`config.mk`:
```
export PLATFORM = sky130hd
export DESIGN_NAME = csw_wake_config
export DESIGN_NICKNAME = d
export VERILOG_FILES = /design/src/hdl/csw_pkg.sv /design/src/hdl/csw_wake_config.sv /design/src/hdl/csw_cfg_byte.sv /design/src/hdl/csw_osc_trim.sv
export SDC_FILE = /design/constraint.sdc
export NUM_CORES = 1
export LEC_CHECK = 0
export BUFFER_PORTS_ARGS = -buffer_cell sky130_fd_sc_hd__buf_4
export CAP_MARGIN = 40
export CORE_ASPECT_RATIO = 0.75
export CORE_UTILIZATION = 39
export CTS_CLUSTER_SIZE = 30
export DETAILED_ROUTE_END_ITERATION = 6
export PLACE_DENSITY_LB_ADDON = 0.25
export SLEW_MARGIN = 20
export SYNTH_ARGS = -nofsm -noshare
export SYNTH_HDL_FRONTEND = slang
export SYNTH_SLANG_ARGS = --single-unit
export TNS_END_PERCENT = 10
```
`constraint.sdc`:
```
create_clock -name clk -period 2.3 [get_ports clk]
set_clock_uncertainty 0.2 [all_clocks]
set_input_delay 0.46 -clock clk [delete_from_list [all_inputs] [get_ports clk]]
set_output_delay 0.46 -clock clk [all_outputs]
set_load 0.05 [all_outputs]
```
`src/hdl/csw_pkg.sv`:
```
// constants for the selective-wake configuration block
package csw_pkg;
   localparam int   ADDR_W            = 7;
   localparam int   DATA_W            = 8;
   localparam int   IDENT_W           = 29;

   // register addresses
   localparam logic [6:0] ADDR_WAKE_CTRL   = 7'h20;
   localparam logic [6:0] ADDR_QUANTA      = 7'h21;
   localparam logic [6:0] ADDR_SAMPLE      = 7'h22;
   localparam logic [6:0] ADDR_IDENT3      = 7'h23;
   localparam logic [6:0] ADDR_IDENT2      = 7'h24;
   localparam logic [6:0] ADDR_IDENT1      = 7'h25;
   localparam logic [6:0] ADDR_IDENT0      = 7'h26;
   localparam logic [6:0] ADDR_WAKE_OPTION = 7'h3C;

   // wake control field positions
   localparam int   CALIB_BIT         = 7;
   localparam int   UNLOCK_HI         = 6;
   localparam int   UNLOCK_LO         = 5;
   localparam int   IRQ_ALLOW_BIT     = 4;
   localparam int   SETUP_VALID_BIT   = 0;
   localparam logic [1:0] UNLOCK_CODE = 2'h3;

   // lowest identifier register field positions
   localparam int   ID_LOW_HI         = 6;
   localparam int   ID_LOW_LO         = 2;
   localparam int   RTR_BIT           = 1;
   localparam int   EXT_BIT           = 0;
   localparam int   STD_LSB           = 18;

   // reset values and writable masks
   localparam logic [7:0] WAKE_CTRL_RST   = 8'h00;
   localparam logic [7:0] WAKE_CTRL_WMASK = 8'hF1;
   localparam logic [7:0] QUANTA_RST      = 8'hA0;
   localparam logic [7:0] QUANTA_WMASK    = 8'hFF;
   localparam logic [7:0] SAMPLE_RST      = 8'h33;
   localparam logic [7:0] SAMPLE_WMASK    = 8'h3F;
   localparam logic [7:0] IDENT_RST       = 8'h00;
   localparam logic [7:0] IDENT_WMASK     = 8'hFF;
   localparam logic [7:0] IDENT0_WMASK    = 8'h7F;
   localparam logic [7:0] OPTION_RST      = 8'h00;
   localparam logic [7:0] OPTION_WMASK    = 8'h01;
   localparam logic [7:0] READ_UNMAPPED   = 8'h00;

   // quantum divider: cycles per quantum for each clock selection
   localparam logic [3:0] QDIV_SEL0 = 4'h1;
   localparam logic [3:0] QDIV_SEL1 = 4'h2;
   localparam logic [3:0] QDIV_SEL2 = 4'h4;
   localparam logic [3:0] QDIV_SEL3 = 4'h8;

   localparam int   TRIM_CNT_W        = 16;
endpackage : csw_pkg

```
`src/hdl/csw_wake_config.sv`:
```
// selective-wake configuration registers and their control effects
//
// Operation
// - bit 7 turns oscillator calibration on
// - unlock field 11 unlocks recalibration and wake option writes
// - calibration on and unlocked: trim oscillator against transmit pin
// - unlock code gates wake option writes
// - mask bit 4 gates timeout interrupt
// - selective wake enabled only while valid
// - valid cleared on wake, reset, changes
// - stop mode config write clears valid
// - timeout flag sets only in wake mode, clears in any mode
// - reserved bits always read zero
// - 8-bit quanta per bit, reset A0
// - quantum length follows clock select
// - 6-bit sample fraction, reset 33
// - 29-bit identifier split over four registers
// - standard identifier uses positions 28..18
// - bit 1 selects remote request type
// - bit 0 selects standard or extended
// - mask one compares bit, zero ignores
`timescale 1ns/1ps
module csw_wake_config
   import csw_pkg::*;
(
   // clock and reset
   input  wire logic                       clk,
   input  wire logic                       rst,
   // serial register access
   input  wire logic                       reg_wr,
   input  wire logic                       reg_rd,
   input  wire logic [csw_pkg::ADDR_W-1:0] reg_addr,
   input  wire logic [csw_pkg::DATA_W-1:0] reg_wdata,
   output logic      [csw_pkg::DATA_W-1:0] reg_rdata,
   // chip state and events
   input  wire logic                       stop_mode,
   input  wire logic                       wake_event,
   input  wire logic                       can_cfg_write,
   input  wire logic                       selective_wake_mode,
   input  wire logic                       bus_timeout_event,
   input  wire logic                       bus_timeout_clear,
   input  wire logic [1:0]                 quantum_clock_select,
   input  wire logic                       can_transmit_pin,
   // frame comparison
   input  wire logic                       rx_valid,
   input  wire logic [csw_pkg::IDENT_W-1:0] rx_ident,
   input  wire logic                       rx_rtr,
   input  wire logic                       rx_ext,
   input  wire logic [csw_pkg::IDENT_W-1:0] ident_mask,
   output logic                            ident_match,
   // configuration outputs
   output logic                            calib_mode_on,
   output logic                            recal_unlocked,
   output logic                            alt_receiver_on,
   output logic                            wake_setup_valid,
   output logic                            selective_wake_en,
   output logic [7:0]                      quanta_per_bit,
   output logic [5:0]                      sample_fraction,
   output logic [csw_pkg::IDENT_W-1:0]     wake_ident,
   output logic                            frame_rtr,
   output logic                            frame_ext,
   output logic                            quantum_tick,
   // timeout status and interrupt
   output logic                            bus_timeout_flag,
   output logic                            timeout_irq,
   // trim measurement
   output logic [csw_pkg::TRIM_CNT_W-1:0]  trim_period,
   output logic                            trim_period_valid
);
   import csw_pkg::*;

   logic [7:0] wake_ctrl_q;
   logic [7:0] quanta_q;
   logic [7:0] sample_q;
   logic [7:0] ident3_q;
   logic [7:0] ident2_q;
   logic [7:0] ident1_q;
   logic [7:0] ident0_q;
   logic [7:0] option_q;
   logic       we_ctrl;
   logic       we_quanta;
   logic       we_sample;
   logic       we_id3;
   logic       we_id2;
   logic       we_id1;
   logic       we_id0;
   logic       we_option;
   logic       unlocked;
   logic       cfg_data_write;

   // address decode
   always_comb
   begin
      we_ctrl   = reg_wr && (reg_addr == ADDR_WAKE_CTRL);
      we_quanta = reg_wr && (reg_addr == ADDR_QUANTA);
      we_sample = reg_wr && (reg_addr == ADDR_SAMPLE);
      we_id3    = reg_wr && (reg_addr == ADDR_IDENT3);
      we_id2    = reg_wr && (reg_addr == ADDR_IDENT2);
      we_id1    = reg_wr && (reg_addr == ADDR_IDENT1);
      we_id0    = reg_wr && (reg_addr == ADDR_IDENT0);
      unlocked  = wake_ctrl_q[UNLOCK_HI:UNLOCK_LO] == UNLOCK_CODE;
      we_option = reg_wr && (reg_addr == ADDR_WAKE_OPTION)
                  && unlocked;
      cfg_data_write = we_quanta | we_sample | we_id3 | we_id2
                       | we_id1 | we_id0 | we_option | can_cfg_write;
   end

   // valid bit lives outside the byte cell, so mask it off here
   csw_cfg_byte #(
      .RST_VAL (WAKE_CTRL_RST),
      .WMASK   (WAKE_CTRL_WMASK & ~(8'h01 << SETUP_VALID_BIT))
   ) u_ctrl (
      .clk   (clk),
      .rst   (rst),
      .we    (we_ctrl),
      .wdata (reg_wdata),
      .q     (wake_ctrl_q)
   );

   csw_cfg_byte #(
      .RST_VAL (QUANTA_RST),
      .WMASK   (QUANTA_WMASK)
   ) u_quanta (
      .clk   (clk),
      .rst   (rst),
      .we    (we_quanta),
      .wdata (reg_wdata),
      .q     (quanta_q)
   );

   csw_cfg_byte #(
      .RST_VAL (SAMPLE_RST),
      .WMASK   (SAMPLE_WMASK)
   ) u_sample (
      .clk   (clk),
      .rst   (rst),
      .we    (we_sample),
      .wdata (reg_wdata),
      .q     (sample_q)
   );

   csw_cfg_byte #(
      .RST_VAL (IDENT_RST),
      .WMASK   (IDENT_WMASK)
   ) u_id3 (
      .clk   (clk),
      .rst   (rst),
      .we    (we_id3),
      .wdata (reg_wdata),
      .q     (ident3_q)
   );

   csw_cfg_byte #(
      .RST_VAL (IDENT_RST),
      .WMASK   (IDENT_WMASK)
   ) u_id2 (
      .clk   (clk),
      .rst   (rst),
      .we    (we_id2),
      .wdata (reg_wdata),
      .q     (ident2_q)
   );

   csw_cfg_byte #(
      .RST_VAL (IDENT_RST),
      .WMASK   (IDENT_WMASK)
   ) u_id1 (
      .clk   (clk),
      .rst   (rst),
      .we    (we_id1),
      .wdata (reg_wdata),
      .q     (ident1_q)
   );

   csw_cfg_byte #(
      .RST_VAL (IDENT_RST),
      .WMASK   (IDENT0_WMASK)
   ) u_id0 (
      .clk   (clk),
      .rst   (rst),
      .we    (we_id0),
      .wdata (reg_wdata),
      .q     (ident0_q)
   );

   csw_cfg_byte #(
      .RST_VAL (OPTION_RST),
      .WMASK   (OPTION_WMASK)
   ) u_option (
      .clk   (clk),
      .rst   (rst),
      .we    (we_option),
      .wdata (reg_wdata),
      .q     (option_q)
   );

   // control and status state
   logic                valid_r,    valid_nxt;
   logic                calib_mode_on_r;
   logic                unlocked_r;
   logic                alt_rx_r;
   logic                swk_en_r,   swk_en_nxt;
   logic                to_flag_r,  to_flag_nxt;
   logic                irq_r,      irq_nxt;
   logic [7:0]          rdata_r,    rdata_nxt;
   logic [IDENT_W-1:0]  ident_full;
   logic [IDENT_W-1:0]  ident_r;
   logic                match_r,    match_nxt;
   logic [3:0]          qdiv;
   logic [3:0]          qcnt_r,     qcnt_nxt;
   logic                qtick_r,    qtick_nxt;
   logic                to_event;

   csw_osc_trim #(
      .CNT_W (TRIM_CNT_W)
   ) u_trim (
      .clk              (clk),
      .rst              (rst),
      .trim_enable      (calib_mode_on_r && unlocked_r),
      .can_transmit_pin (can_transmit_pin),
      .period           (trim_period),
      .period_valid     (trim_period_valid)
   );

   always_comb
   begin
      // host set wins over wake clear; stop-mode write forces zero
      valid_nxt = valid_r;
      if (wake_event || cfg_data_write)
      begin
         valid_nxt = 1'b0;
      end
      if (we_ctrl)
      begin
         valid_nxt = reg_wdata[SETUP_VALID_BIT];
      end
      if (stop_mode && (we_ctrl || cfg_data_write))
      begin
         valid_nxt = 1'b0;
      end
      swk_en_nxt = valid_nxt;

      // flag only sets while selective wake mode is set; clear works in any mode
      to_event    = bus_timeout_event && selective_wake_mode;
      to_flag_nxt = to_flag_r;
      if (bus_timeout_clear)
      begin
         to_flag_nxt = 1'b0;
      end
      if (to_event)
      begin
         to_flag_nxt = 1'b1;
      end
      irq_nxt = to_event && wake_ctrl_q[IRQ_ALLOW_BIT];

      // identifier assembly and masked compare
      ident_full = {ident3_q, ident2_q, ident1_q,
                    ident0_q[ID_LOW_HI:ID_LOW_LO]};
      match_nxt = 1'b0;
      if (rx_valid)
      begin
         // standard frames compare only positions 28..18
         if (!ident0_q[EXT_BIT])
         begin
            match_nxt = ((((rx_ident ^ ident_full) & ident_mask)
                         >> STD_LSB) == '0);
         end
         else
         begin
            match_nxt = (((rx_ident ^ ident_full) & ident_mask)
                        == '0);
         end
         match_nxt = match_nxt && (rx_ext == ident0_q[EXT_BIT])
                     && (rx_rtr == ident0_q[RTR_BIT]);
      end

      // quantum length from oscillator clock selection
      unique case (quantum_clock_select)
         2'h0: qdiv = QDIV_SEL0;
         2'h1: qdiv = QDIV_SEL1;
         2'h2: qdiv = QDIV_SEL2;
         2'h3: qdiv = QDIV_SEL3;
      endcase
      qtick_nxt = 1'b0;
      qcnt_nxt  = qcnt_r + 4'h1;
      if (qcnt_nxt >= qdiv)
      begin
         qcnt_nxt  = 4'h0;
         qtick_nxt = 1'b1;
      end

      // readback, reserved bits come back zero
      rdata_nxt = rdata_r;
      if (reg_rd)
      begin
         unique case (reg_addr)
            ADDR_WAKE_CTRL:   rdata_nxt = {wake_ctrl_q[7:1], valid_r};
            ADDR_QUANTA:      rdata_nxt = quanta_q;
            ADDR_SAMPLE:      rdata_nxt = sample_q;
            ADDR_IDENT3:      rdata_nxt = ident3_q;
            ADDR_IDENT2:      rdata_nxt = ident2_q;
            ADDR_IDENT1:      rdata_nxt = ident1_q;
            ADDR_IDENT0:      rdata_nxt = ident0_q;
            ADDR_WAKE_OPTION: rdata_nxt = option_q;
            default:          rdata_nxt = READ_UNMAPPED;
         endcase
      end
   end

   always_ff @(posedge clk)
   begin
      if (rst)
      begin
         valid_r         <= 1'b0;
         calib_mode_on_r <= 1'b0;
         unlocked_r      <= 1'b0;
         alt_rx_r        <= 1'b0;
         swk_en_r        <= 1'b0;
         to_flag_r       <= 1'b0;
         irq_r           <= 1'b0;
         rdata_r         <= 8'h00;
         ident_r         <= '0;
         match_r         <= 1'b0;
         qcnt_r          <= 4'h0;
         qtick_r         <= 1'b0;
      end
      else
      begin
         valid_r         <= valid_nxt;
         calib_mode_on_r <= wake_ctrl_q[CALIB_BIT];
         unlocked_r      <= unlocked;
         alt_rx_r        <= option_q[0];
         swk_en_r        <= swk_en_nxt;
         to_flag_r       <= to_flag_nxt;
         irq_r           <= irq_nxt;
         rdata_r         <= rdata_nxt;
         ident_r         <= ident_full;
         match_r         <= match_nxt;
         qcnt_r          <= qcnt_nxt;
         qtick_r         <= qtick_nxt;
      end
   end

   // outputs straight from flops
   assign reg_rdata         = rdata_r;
   assign calib_mode_on     = calib_mode_on_r;
   assign recal_unlocked    = unlocked_r;
   assign alt_receiver_on   = alt_rx_r;
   assign wake_setup_valid  = valid_r;
   assign selective_wake_en = swk_en_r;
   assign quanta_per_bit    = quanta_q;
   assign sample_fraction   = sample_q[5:0];
   assign wake_ident        = ident_r;
   assign frame_rtr         = ident0_q[RTR_BIT];
   assign frame_ext         = ident0_q[EXT_BIT];
   assign quantum_tick      = qtick_r;
   assign bus_timeout_flag  = to_flag_r;
   assign timeout_irq       = irq_r;
   assign ident_match       = match_r;
endmodule : csw_wake_config

```
`src/hdl/csw_cfg_byte.sv`:
```
// one configuration byte with reset value and writable bit mask
`timescale 1ns/1ps
module csw_cfg_byte #(
   parameter logic [7:0] RST_VAL = 8'h00,
   parameter logic [7:0] WMASK   = 8'hFF
) (
   // clock and reset
   input  wire logic       clk,
   input  wire logic       rst,
   // write side
   input  wire logic       we,
   input  wire logic [7:0] wdata,
   // stored value
   output logic      [7:0] q
);
   logic [7:0] q_r;
   logic [7:0] q_nxt;

   // masked bits keep their reset value, reserved ones stay zero
   always_comb
   begin
      q_nxt = q_r;
      if (we)
      begin
         q_nxt = (q_r & ~WMASK) | (wdata & WMASK);
      end
   end

   always_ff @(posedge clk)
   begin
      if (rst)
      begin
         q_r <= RST_VAL;
      end
      else
      begin
         q_r <= q_nxt;
      end
   end

   assign q = q_r;
endmodule : csw_cfg_byte

```
`src/hdl/csw_osc_trim.sv`:
```
// measures the transmit-pin reference period for oscillator trimming
`timescale 1ns/1ps
module csw_osc_trim #(
   parameter int CNT_W = 16
) (
   // clock and reset
   input  wire logic             clk,
   input  wire logic             rst,
   // control and reference
   input  wire logic             trim_enable,
   input  wire logic             can_transmit_pin,
   // measurement
   output logic      [CNT_W-1:0] period,
   output logic                  period_valid
);
   logic             pin_prev_r;
   logic             armed_r;
   logic [CNT_W-1:0] count_r;
   logic [CNT_W-1:0] period_r;
   logic             valid_r;
   logic             armed_nxt;
   logic [CNT_W-1:0] count_nxt;
   logic [CNT_W-1:0] period_nxt;
   logic             valid_nxt;
   logic             fall;

   // count clock cycles between falling edges of the reference
   always_comb
   begin
      fall       = pin_prev_r & ~can_transmit_pin;
      armed_nxt  = armed_r;
      count_nxt  = count_r;
      period_nxt = period_r;
      valid_nxt  = 1'b0;
      if (!trim_enable)
      begin
         armed_nxt = 1'b0;
         count_nxt = '0;
      end
      else if (fall)
      begin
         armed_nxt = 1'b1;
         count_nxt = '0;
         if (armed_r)
         begin
            period_nxt = count_r + CNT_W'(1);
            valid_nxt  = 1'b1;
         end
      end
      else if (count_r != '1)
      begin
         // saturate rather than wrap on a stuck reference
         count_nxt = count_r + CNT_W'(1);
      end
   end

   always_ff @(posedge clk)
   begin
      if (rst)
      begin
         pin_prev_r <= 1'b1;
         armed_r    <= 1'b0;
         count_r    <= '0;
         period_r   <= '0;
         valid_r    <= 1'b0;
      end
      else
      begin
         pin_prev_r <= can_transmit_pin;
         armed_r    <= armed_nxt;
         count_r    <= count_nxt;
         period_r   <= period_nxt;
         valid_r    <= valid_nxt;
      end
   end

   assign period       = period_r;
   assign period_valid = valid_r;
endmodule : csw_osc_trim

```
==> flow_metrics.env, run 1 <==
export IMPL_hpwlAfterDp_mm=12.1
export IMPL_post_route_ant_nets=0
export IMPL_finalHoldViolCount=0
export IMPL_netlist_instances=582
export IMPL_clock_tree_from_tritoncts="built"
export IMPL_cts_made_buffers=17
export IMPL_via_per_inst=5.00
export IMPL_cts_sinks=134
export IMPL_rr_startpoint="qcnt_r[0]"
export IMPL_synthDistinctLibCells=54
export IMPL_yosys_warnings=0
export IMPL_initial_core_util_pct=40.7
export IMPL_antennaDiodeCount=0
export IMPL_rsz0062_at_grt="false"
export IMPL_most_frequent_cells_in_the_layout="sky130_fd_sc_hd__buf_4 (186), sky130_fd_sc_hd__dfxtp_1 (134), sky130_fd_sc_hd__nor2_1 (78)"
export IMPL_final_min_clock_period_ps=2140
export IMPL_crit_path_max_incr_delay_ps=390
export IMPL_post_synth_cell_area_avg_um2=9.79
export IMPL_drive_above_1_share_pct=31.5
export IMPL_ys_ff_latch=134
export IMPL_critical_path_startpoint_type="flip-flop"
export IMPL_crit_chain="ha_1 > ha_1 > a21o_1 > a21o_1 > a211oi_1 > and2_1"
export IMPL_die_width_um=142
export IMPL_synth_sequential_area_ratio_pct=47.1
export IMPL_slowest_stage="sky130_fd_sc_hd__a211oi_1"
export IMPL_async_reset_ff_share_pct=0
export IMPL_clk_pin_slew_worst_paths_ps=50
export IMPL_synth_top_cell_area_share_pct=47.1
export IMPL_timing_critical_path_arrival_ps=2300
export IMPL_drt_wirelength_per_cell_um=16.6
export IMPL_cellPowerDensity_nw_per_um2=697
export IMPL_globalRoute_totalOverflow=0
export IMPL_cts_max_path_buffers=2
export IMPL_port_buffer_count=167
export IMPL_via_count=4818
export IMPL_ys_flop_type="sky130_fd_sc_hd__dfxtp_1"
export IMPL_drv_max_cap_violation_count=0
export IMPL_grt_usage_pct=22.0
export IMPL_totalPowerFinal_mw=5.42
export IMPL_fp_dieH_um=107
export IMPL_grt_pass1_vias=4648
export IMPL_placeableCoreArea_um2=14000
export IMPL_grt_pass1_wl_mm=24.9
export IMPL_fp_dieArea_um2=15100
export IMPL_drtPass1Iterations=4
export IMPL_outcome="complete, no violations"
export IMPL_yosys_area_top_type="sky130_fd_sc_hd__dfxtp_1"
export IMPL_pleak_nw=3.40
export IMPL_design_final_nets=851
export IMPL_slew_viol_final=0
export IMPL_critical_path_required_ps=2460
export IMPL_fin_tns_setup_ps=0
export IMPL_routed_wl_mm=16.0
export IMPL_fin_crit_sh_pct=93.2
export IMPL_synth_area_top_cells="sky130_fd_sc_hd__dfxtp_1 (47%), sky130_fd_sc_hd__mux2i_1 (9.1%), sky130_fd_sc_hd__xor2_1 (5.5%), sky130_fd_sc_hd__nor2_1 (5.1%), sky130_fd_sc_hd__nor2b_1 (4.5%)"
export IMPL_post_cts_hold_buffer_count=0
export IMPL_worst_path_max_fanout=4
export IMPL_setup_failing_eps_final=0
export IMPL_worst_slew_margin_rel_pct=57.4
export IMPL_clk_insertion_delay_late_ps=410
export IMPL_mappedNetlistNets=677
export IMPL_h_tree_depth=4
export IMPL_max_clock_freq_mhz=466
export IMPL_drt_first_iter_violations=285
export IMPL_root_buffer="sky130_fd_sc_hd__clkbuf_16"
export IMPL_mappedNetlistArea_um2=5700
export IMPL_mostFrequentLayoutCell="sky130_fd_sc_hd__buf_4"
export IMPL_ir_drop_worst_case_vdd_v=0.000498
export IMPL_globalplace_congestion=0.844
export IMPL_type_of_destination_of_the_critical_path="flip-flop"
export IMPL_synthToLayoutAreaGrowth_pct=36.5
export IMPL_detail_route_drc_violations=0
export IMPL_synth_edf_count=0
export IMPL_number_of_antenna_violations_at_the_first_check_in_global_routing=0
export IMPL_maximum_number_of_pins_on_one_net_before_global_route_repair=47
export IMPL_critPathLaunch="qcnt_r[0]"
export IMPL_holdCritPathClass="input port to flip-flop"
export IMPL_worst_slew_pin_transition_ps=633
export IMPL_rows=37
export IMPL_path_class="flip-flop to flip-flop"
export IMPL_min_delay_start="can_transmit_pin"
export IMPL_i_o_pin_count=168
-- kinds of logic (layout without fill, tap and decap cells) --
logic type,count (synthesis),count (layout),share of synthesized area [%]
AOI/OAI and AO/OA,93,93,11.5
xor gates and xnor gates,47,47,7.23
adders and majority gates,6,6,1.32
buffers and inverters,40,226,3.45
DFF,134,134,47.1
muxes,59,59,11.1
and+or+nand+nor,203,203,18.3
-- cells in the mapped netlist, types with 2 or more instances --
cell type,number
sky130_fd_sc_hd__mux2i_1,52
sky130_fd_sc_hd__ha_1,6
sky130_fd_sc_hd__clkbuf_1,18
sky130_fd_sc_hd__dfxtp_1,134
sky130_fd_sc_hd__a22oi_1,7
sky130_fd_sc_hd__and4_1,2
sky130_fd_sc_hd__or3_1,2
sky130_fd_sc_hd__o21ai_0,10
sky130_fd_sc_hd__a21boi_0,2
sky130_fd_sc_hd__nor2b_1,41
sky130_fd_sc_hd__buf_4,3
sky130_fd_sc_hd__a31oi_1,5
sky130_fd_sc_hd__a221oi_1,8
sky130_fd_sc_hd__nand3_1,17
sky130_fd_sc_hd__nand2b_1,4
sky130_fd_sc_hd__and3_1,5
sky130_fd_sc_hd__nand2_1,29
sky130_fd_sc_hd__mux2_2,4
sky130_fd_sc_hd__nor2_1,78
sky130_fd_sc_hd__a21oi_1,21
sky130_fd_sc_hd__and2_1,5
sky130_fd_sc_hd__inv_1,7
sky130_fd_sc_hd__a21o_1,2
sky130_fd_sc_hd__xnor2_1,11
sky130_fd_sc_hd__a22o_1,8
sky130_fd_sc_hd__xor2_1,36
sky130_fd_sc_hd__a21oi_2,10
sky130_fd_sc_hd__buf_2,9
sky130_fd_sc_hd__a211oi_1,11
sky130_fd_sc_hd__mux4_2,3
sky130_fd_sc_hd__a211o_1,2
sky130_fd_sc_hd__nand4b_1,2
sky130_fd_sc_hd__nand4_1,7
-- sequential cells by signal, indices dropped and copies added, names as in the netlist, 6 cells and up --
register and cells:
u_trim.count_r 16, u_id2.q 8, wake_ident 29, u_id1.q 8
u_trim.period 16, u_quanta.q 8, u_id3.q 8, u_id0.q 7
u_sample.q 6, reg_rdata 8
-- final timing paths --
kind	end	slack (ps)	cells after the start
worst max-delay path	qcnt_r[2]	160	6
worst min-delay path	u_trim.pin_prev_r	40	2
worst max register to register	qcnt_r[2]	160	6
worst min register to register	u_trim.period[1]	260	2
-- through the flow --
stage | std cells | utilization (%) | instance area, um2 | hold WS (ps) | setup WS, ps
after global routing | 963 | 55.6 | 7780 | 26.5 | 86.2
after floorplan | 582 | - | 5700 | 241 | 338
after global placement | 932 | 51.5 | 7210 | 248 | 93.3
after CTS | 963 | 55.6 | 7770 | 21.4 | 56.1
after detailed placement | 932 | 51.5 | 7210 | 254 | 30.4
final | 963 | 55.6 | 7780 | 42.8 | 156
-- critical path, delay by kind of cell (launching register included) --
kind                     cells  cell delay (ps)
AO/OA/AOI/OAI                3              720
adder cells (fa/ha/maj)      2              640
flip-flops                   1              340
AND/OR/NAND/NOR              1              200
-- layer usage --
| layer | track usage [%] | share of wire [%] | wire length (um) |
|---|---|---|---|
| met1 | 30.9 | 49 | 7810 |
| met2 | 31.7 | 43 | 6930 |
| met3 | 6.97 | 7.2 | 1150 |
| met4 | 6.53 | 0.85 | 136 |
| met5 | 0 | 0 | 0 |
-- final cells by class --
| type | count | area [um2] |
|---|---|---|
| multi-input combinational | 408 | 2820 |
| fill | 1270 | 6200 |
| clock inverter | 10 | 105 |
| inverter | 7 | 26.3 |
| timing repair buffer | 188 | 1440 |
| sequential | 134 | 2680 |
| clock buffer | 21 | 460 |
| tap | 195 | 244 |
-- where the power goes --
group | total, mW | switching [mW] | internal (mW)
Combinational | 0.460 | 0.233 | 0.227
Sequential | 2.37 | 0.0181 | 2.35
Clock | 2.60 | 0.964 | 1.63
-- what timing repair did --
action                                  CTS  global route
buffers inserted                          0             0
gates resized for setup                   0             1
endpoints found under the setup margin    0             8
Power figures use the tool's default switching activity.
==> inputs of run 2 (changes only) <==
--- a/config.mk
+++ b/config.mk
@@ -6,13 +6,12 @@
 export NUM_CORES = 1
 export LEC_CHECK = 0
 export BUFFER_PORTS_ARGS = -buffer_cell sky130_fd_sc_hd__buf_4
-export CAP_MARGIN = 40
+export CAP_MARGIN = 20
 export CORE_ASPECT_RATIO = 0.75
 export CORE_UTILIZATION = 39
 export CTS_CLUSTER_SIZE = 30
 export DETAILED_ROUTE_END_ITERATION = 6
 export PLACE_DENSITY_LB_ADDON = 0.25
-export SLEW_MARGIN = 20
 export SYNTH_ARGS = -nofsm -noshare
 export SYNTH_HDL_FRONTEND = slang
 export SYNTH_SLANG_ARGS = --single-unit
==> constraint.sdc (replaced) <==
create_clock -name clk -period 2.18 [get_ports clk]
set_clock_uncertainty 0.2 [all_clocks]
set_input_delay 0.436 -clock clk [delete_from_list [all_inputs] [get_ports clk]]
set_output_delay 0.436 -clock clk [all_outputs]
set_load 0.05 [all_outputs]
==> run 2 against run 1 <==
Compared with the run above:
- hold slack worse by 3.0 ps
- critical path depth stayed put
- clock power is 13% higher
- routed wire length is 1.1% higher
- sequential share of layout area is 0.50 points lower
- critical endpoint is now qcnt_r[0]
- highest routed layer unchanged
==> flow_metrics.env, run 2 (synthesis gave the netlist of run 1 again) <==
export IMPL_outcome="complete, no violations"
export IMPL_port_buffer_count=167
export IMPL_worst_r2r_cell_count=6
export IMPL_crit_path_max_incr_delay_ps=340
export IMPL_type_of_destination_of_the_critical_path="flip-flop"
export IMPL_endpoint_with_the_worst_hold_slack="reg_rdata[0]"
export IMPL_drt_wirelength_per_cell_um=16.7
export IMPL_initial_core_util_pct=40.7
export IMPL_fp_dieArea_um2=15100
export IMPL_post_cts_buffers=0
export IMPL_final_cells=969
export IMPL_placed_cells=936
export IMPL_finalHoldViolCount=0
export IMPL_multi_input_area_um2=2830
export IMPL_routed_wl_mm=16.2
export IMPL_detail_route_drc_violations=0
export IMPL_rows=37
export IMPL_synthToLayoutAreaGrowth_pct=38.5
export IMPL_antennaDiodeCount=0
export IMPL_via_per_inst=5.08
export IMPL_grt_pass1_wl_mm=24.8
export IMPL_cellPowerDensity_nw_per_um2=750
export IMPL_crit_chain="ha_1 > ha_1 > a21o_1 > a21o_1 > a211oi_2 > nor2b_1"
export IMPL_slowest_stage="sky130_fd_sc_hd__dfxtp_1"
export IMPL_min_delay_start="reg_rd"
export IMPL_drv_max_cap_violation_count=0
export IMPL_drive_above_1_share_pct=32.2
export IMPL_mostFrequentLayoutCell="sky130_fd_sc_hd__buf_4"
export IMPL_most_frequent_cells_in_the_layout="sky130_fd_sc_hd__buf_4 (188), sky130_fd_sc_hd__dfxtp_1 (134), sky130_fd_sc_hd__nor2_1 (78)"
export IMPL_worst_path_max_fanout=4
export IMPL_holdCritPathClass="input port to flip-flop"
export IMPL_hold_path_depth=2
export IMPL_via_count=4919
export IMPL_die_width_um=142
export IMPL_max_clock_freq_mhz=489
export IMPL_placeableCoreArea_um2=14000
export IMPL_largest_reg_flops=29
export IMPL_h_tree_depth=4
export IMPL_grt_usage_pct=22.0
export IMPL_drtPass1Iterations=5
export IMPL_area_sequential_um2=2680
export IMPL_design_final_nets=856
export IMPL_fin_crit_sh_pct=93.8
export IMPL_post_route_ant_nets=0
export IMPL_final_min_clock_period_ps=2040
export IMPL_root_buffer="sky130_fd_sc_hd__clkbuf_16"
export IMPL_setup_failing_eps_final=0
export IMPL_clk_insertion_delay_late_ps=420
export IMPL_path_class="flip-flop to flip-flop"
export IMPL_i_o_pin_count=168
export IMPL_pleak_nw=3.44
export IMPL_reg2reg_setup_slack_ps=140
export IMPL_maximum_number_of_pins_on_one_net_before_global_route_repair=71
export IMPL_fin_tns_setup_ps=0
export IMPL_fp_dieH_um=107
export IMPL_ir_drop_worst_case_vdd_v=0.000555
export IMPL_drt_first_iter_violations=396
export IMPL_rr_startpoint="qcnt_r[0]"
export IMPL_number_of_antenna_violations_at_the_first_check_in_global_routing=0
export IMPL_num_fill_cells=1282
export IMPL_cts_sinks=134
export IMPL_grt_pass1_vias=4682
export IMPL_clk_pin_slew_worst_paths_ps=60
export IMPL_rsz0062_at_grt="false"
export IMPL_worst_r2r_endpoint="qcnt_r[0]"
export IMPL_totalPowerFinal_mw=5.92
export IMPL_hpwlAfterDp_mm=12.2
export IMPL_cts_made_buffers=17
export IMPL_critical_path_required_ps=2330
export IMPL_worst_slew_pin_transition_ps=529
export IMPL_globalRoute_totalOverflow=0
export IMPL_worst_slew_margin_rel_pct=64.4
export IMPL_globalplace_congestion=0.858
export IMPL_critical_path_startpoint_type="flip-flop"
export IMPL_clock_tree_from_tritoncts="built"
export IMPL_slew_viol_final=0
export IMPL_timing_critical_path_arrival_ps=2190
export IMPL_cts_max_path_buffers=2
==> run 2: area by class of cell <==
type,count,share of cell area (%)
Multi-Input combinational cell,408,35.8
Clock buffer,20,5.79
Clock inverter,12,1.93
Tap cell,195,3.09
Inverter,7,0.333
Sequential cell,134,34.0
Timing Repair Buffer,193,19.0
==> run 2: routing by layer <==
metal  global-route usage, %  wire (um)
met1                    30.9       7570
met2                    31.4       7050
met3                    7.77       1390
met4                    6.76        195
met5                       0          0
==> run 2: how the worst max path moves through the flow <==
stage / start / to / slack, ps
floorplan: reg_addr[0] / reg_rdata[3] / 240
global placement: reg_addr[3] / u_quanta.q[7] / 80
detailed placement: quantum_clock_select[0] / qcnt_r[0] / -20
CTS: qcnt_r[0] / qcnt_r[0] / 60
global route: qcnt_r[0] / qcnt_r[0] / 7
finish: qcnt_r[0] / qcnt_r[0] / 140
==> run 2: what timing repair did <==
item | in CTS | in global routing
gates resized for setup | 0 | 2
endpoints found under the setup margin | 0 | 6
hold endpoints to repair | 1 | 0
hold buffers | 1 | 0
==> run 2: metrics by stage <==
step / util [%] / worst slack, ps / hold slack (ps) / area (um2)
floorplan: - / 242 / 241 / 5700
global placement: 51.9 / 75.9 / 248 / 7260
detailed placement: 51.9 / -19.2 / 258 / 7260
CTS: 56.4 / 58.2 / 25.2 / 7880
global route: 56.4 / 6.99 / 34.7 / 7890
finish: 56.4 / 135 / 39.7 / 7890
==> run 2: where the power goes <==
group          total (mW)  internal, mW  switching (mW)
combinational       0.500         0.245           0.255
clock                2.93          1.85            1.07
sequential           2.49          2.48          0.0184
==> run 2: worst max-delay path: cells and delay by family, from the launching register on <==
family | cells | cell delay, ps
adder cells (fa/ha/maj) | 2 | 630
AO/OA/AOI/OAI | 3 | 630
AND/OR/NAND/NOR | 1 | 180
flip-flops | 1 | 340
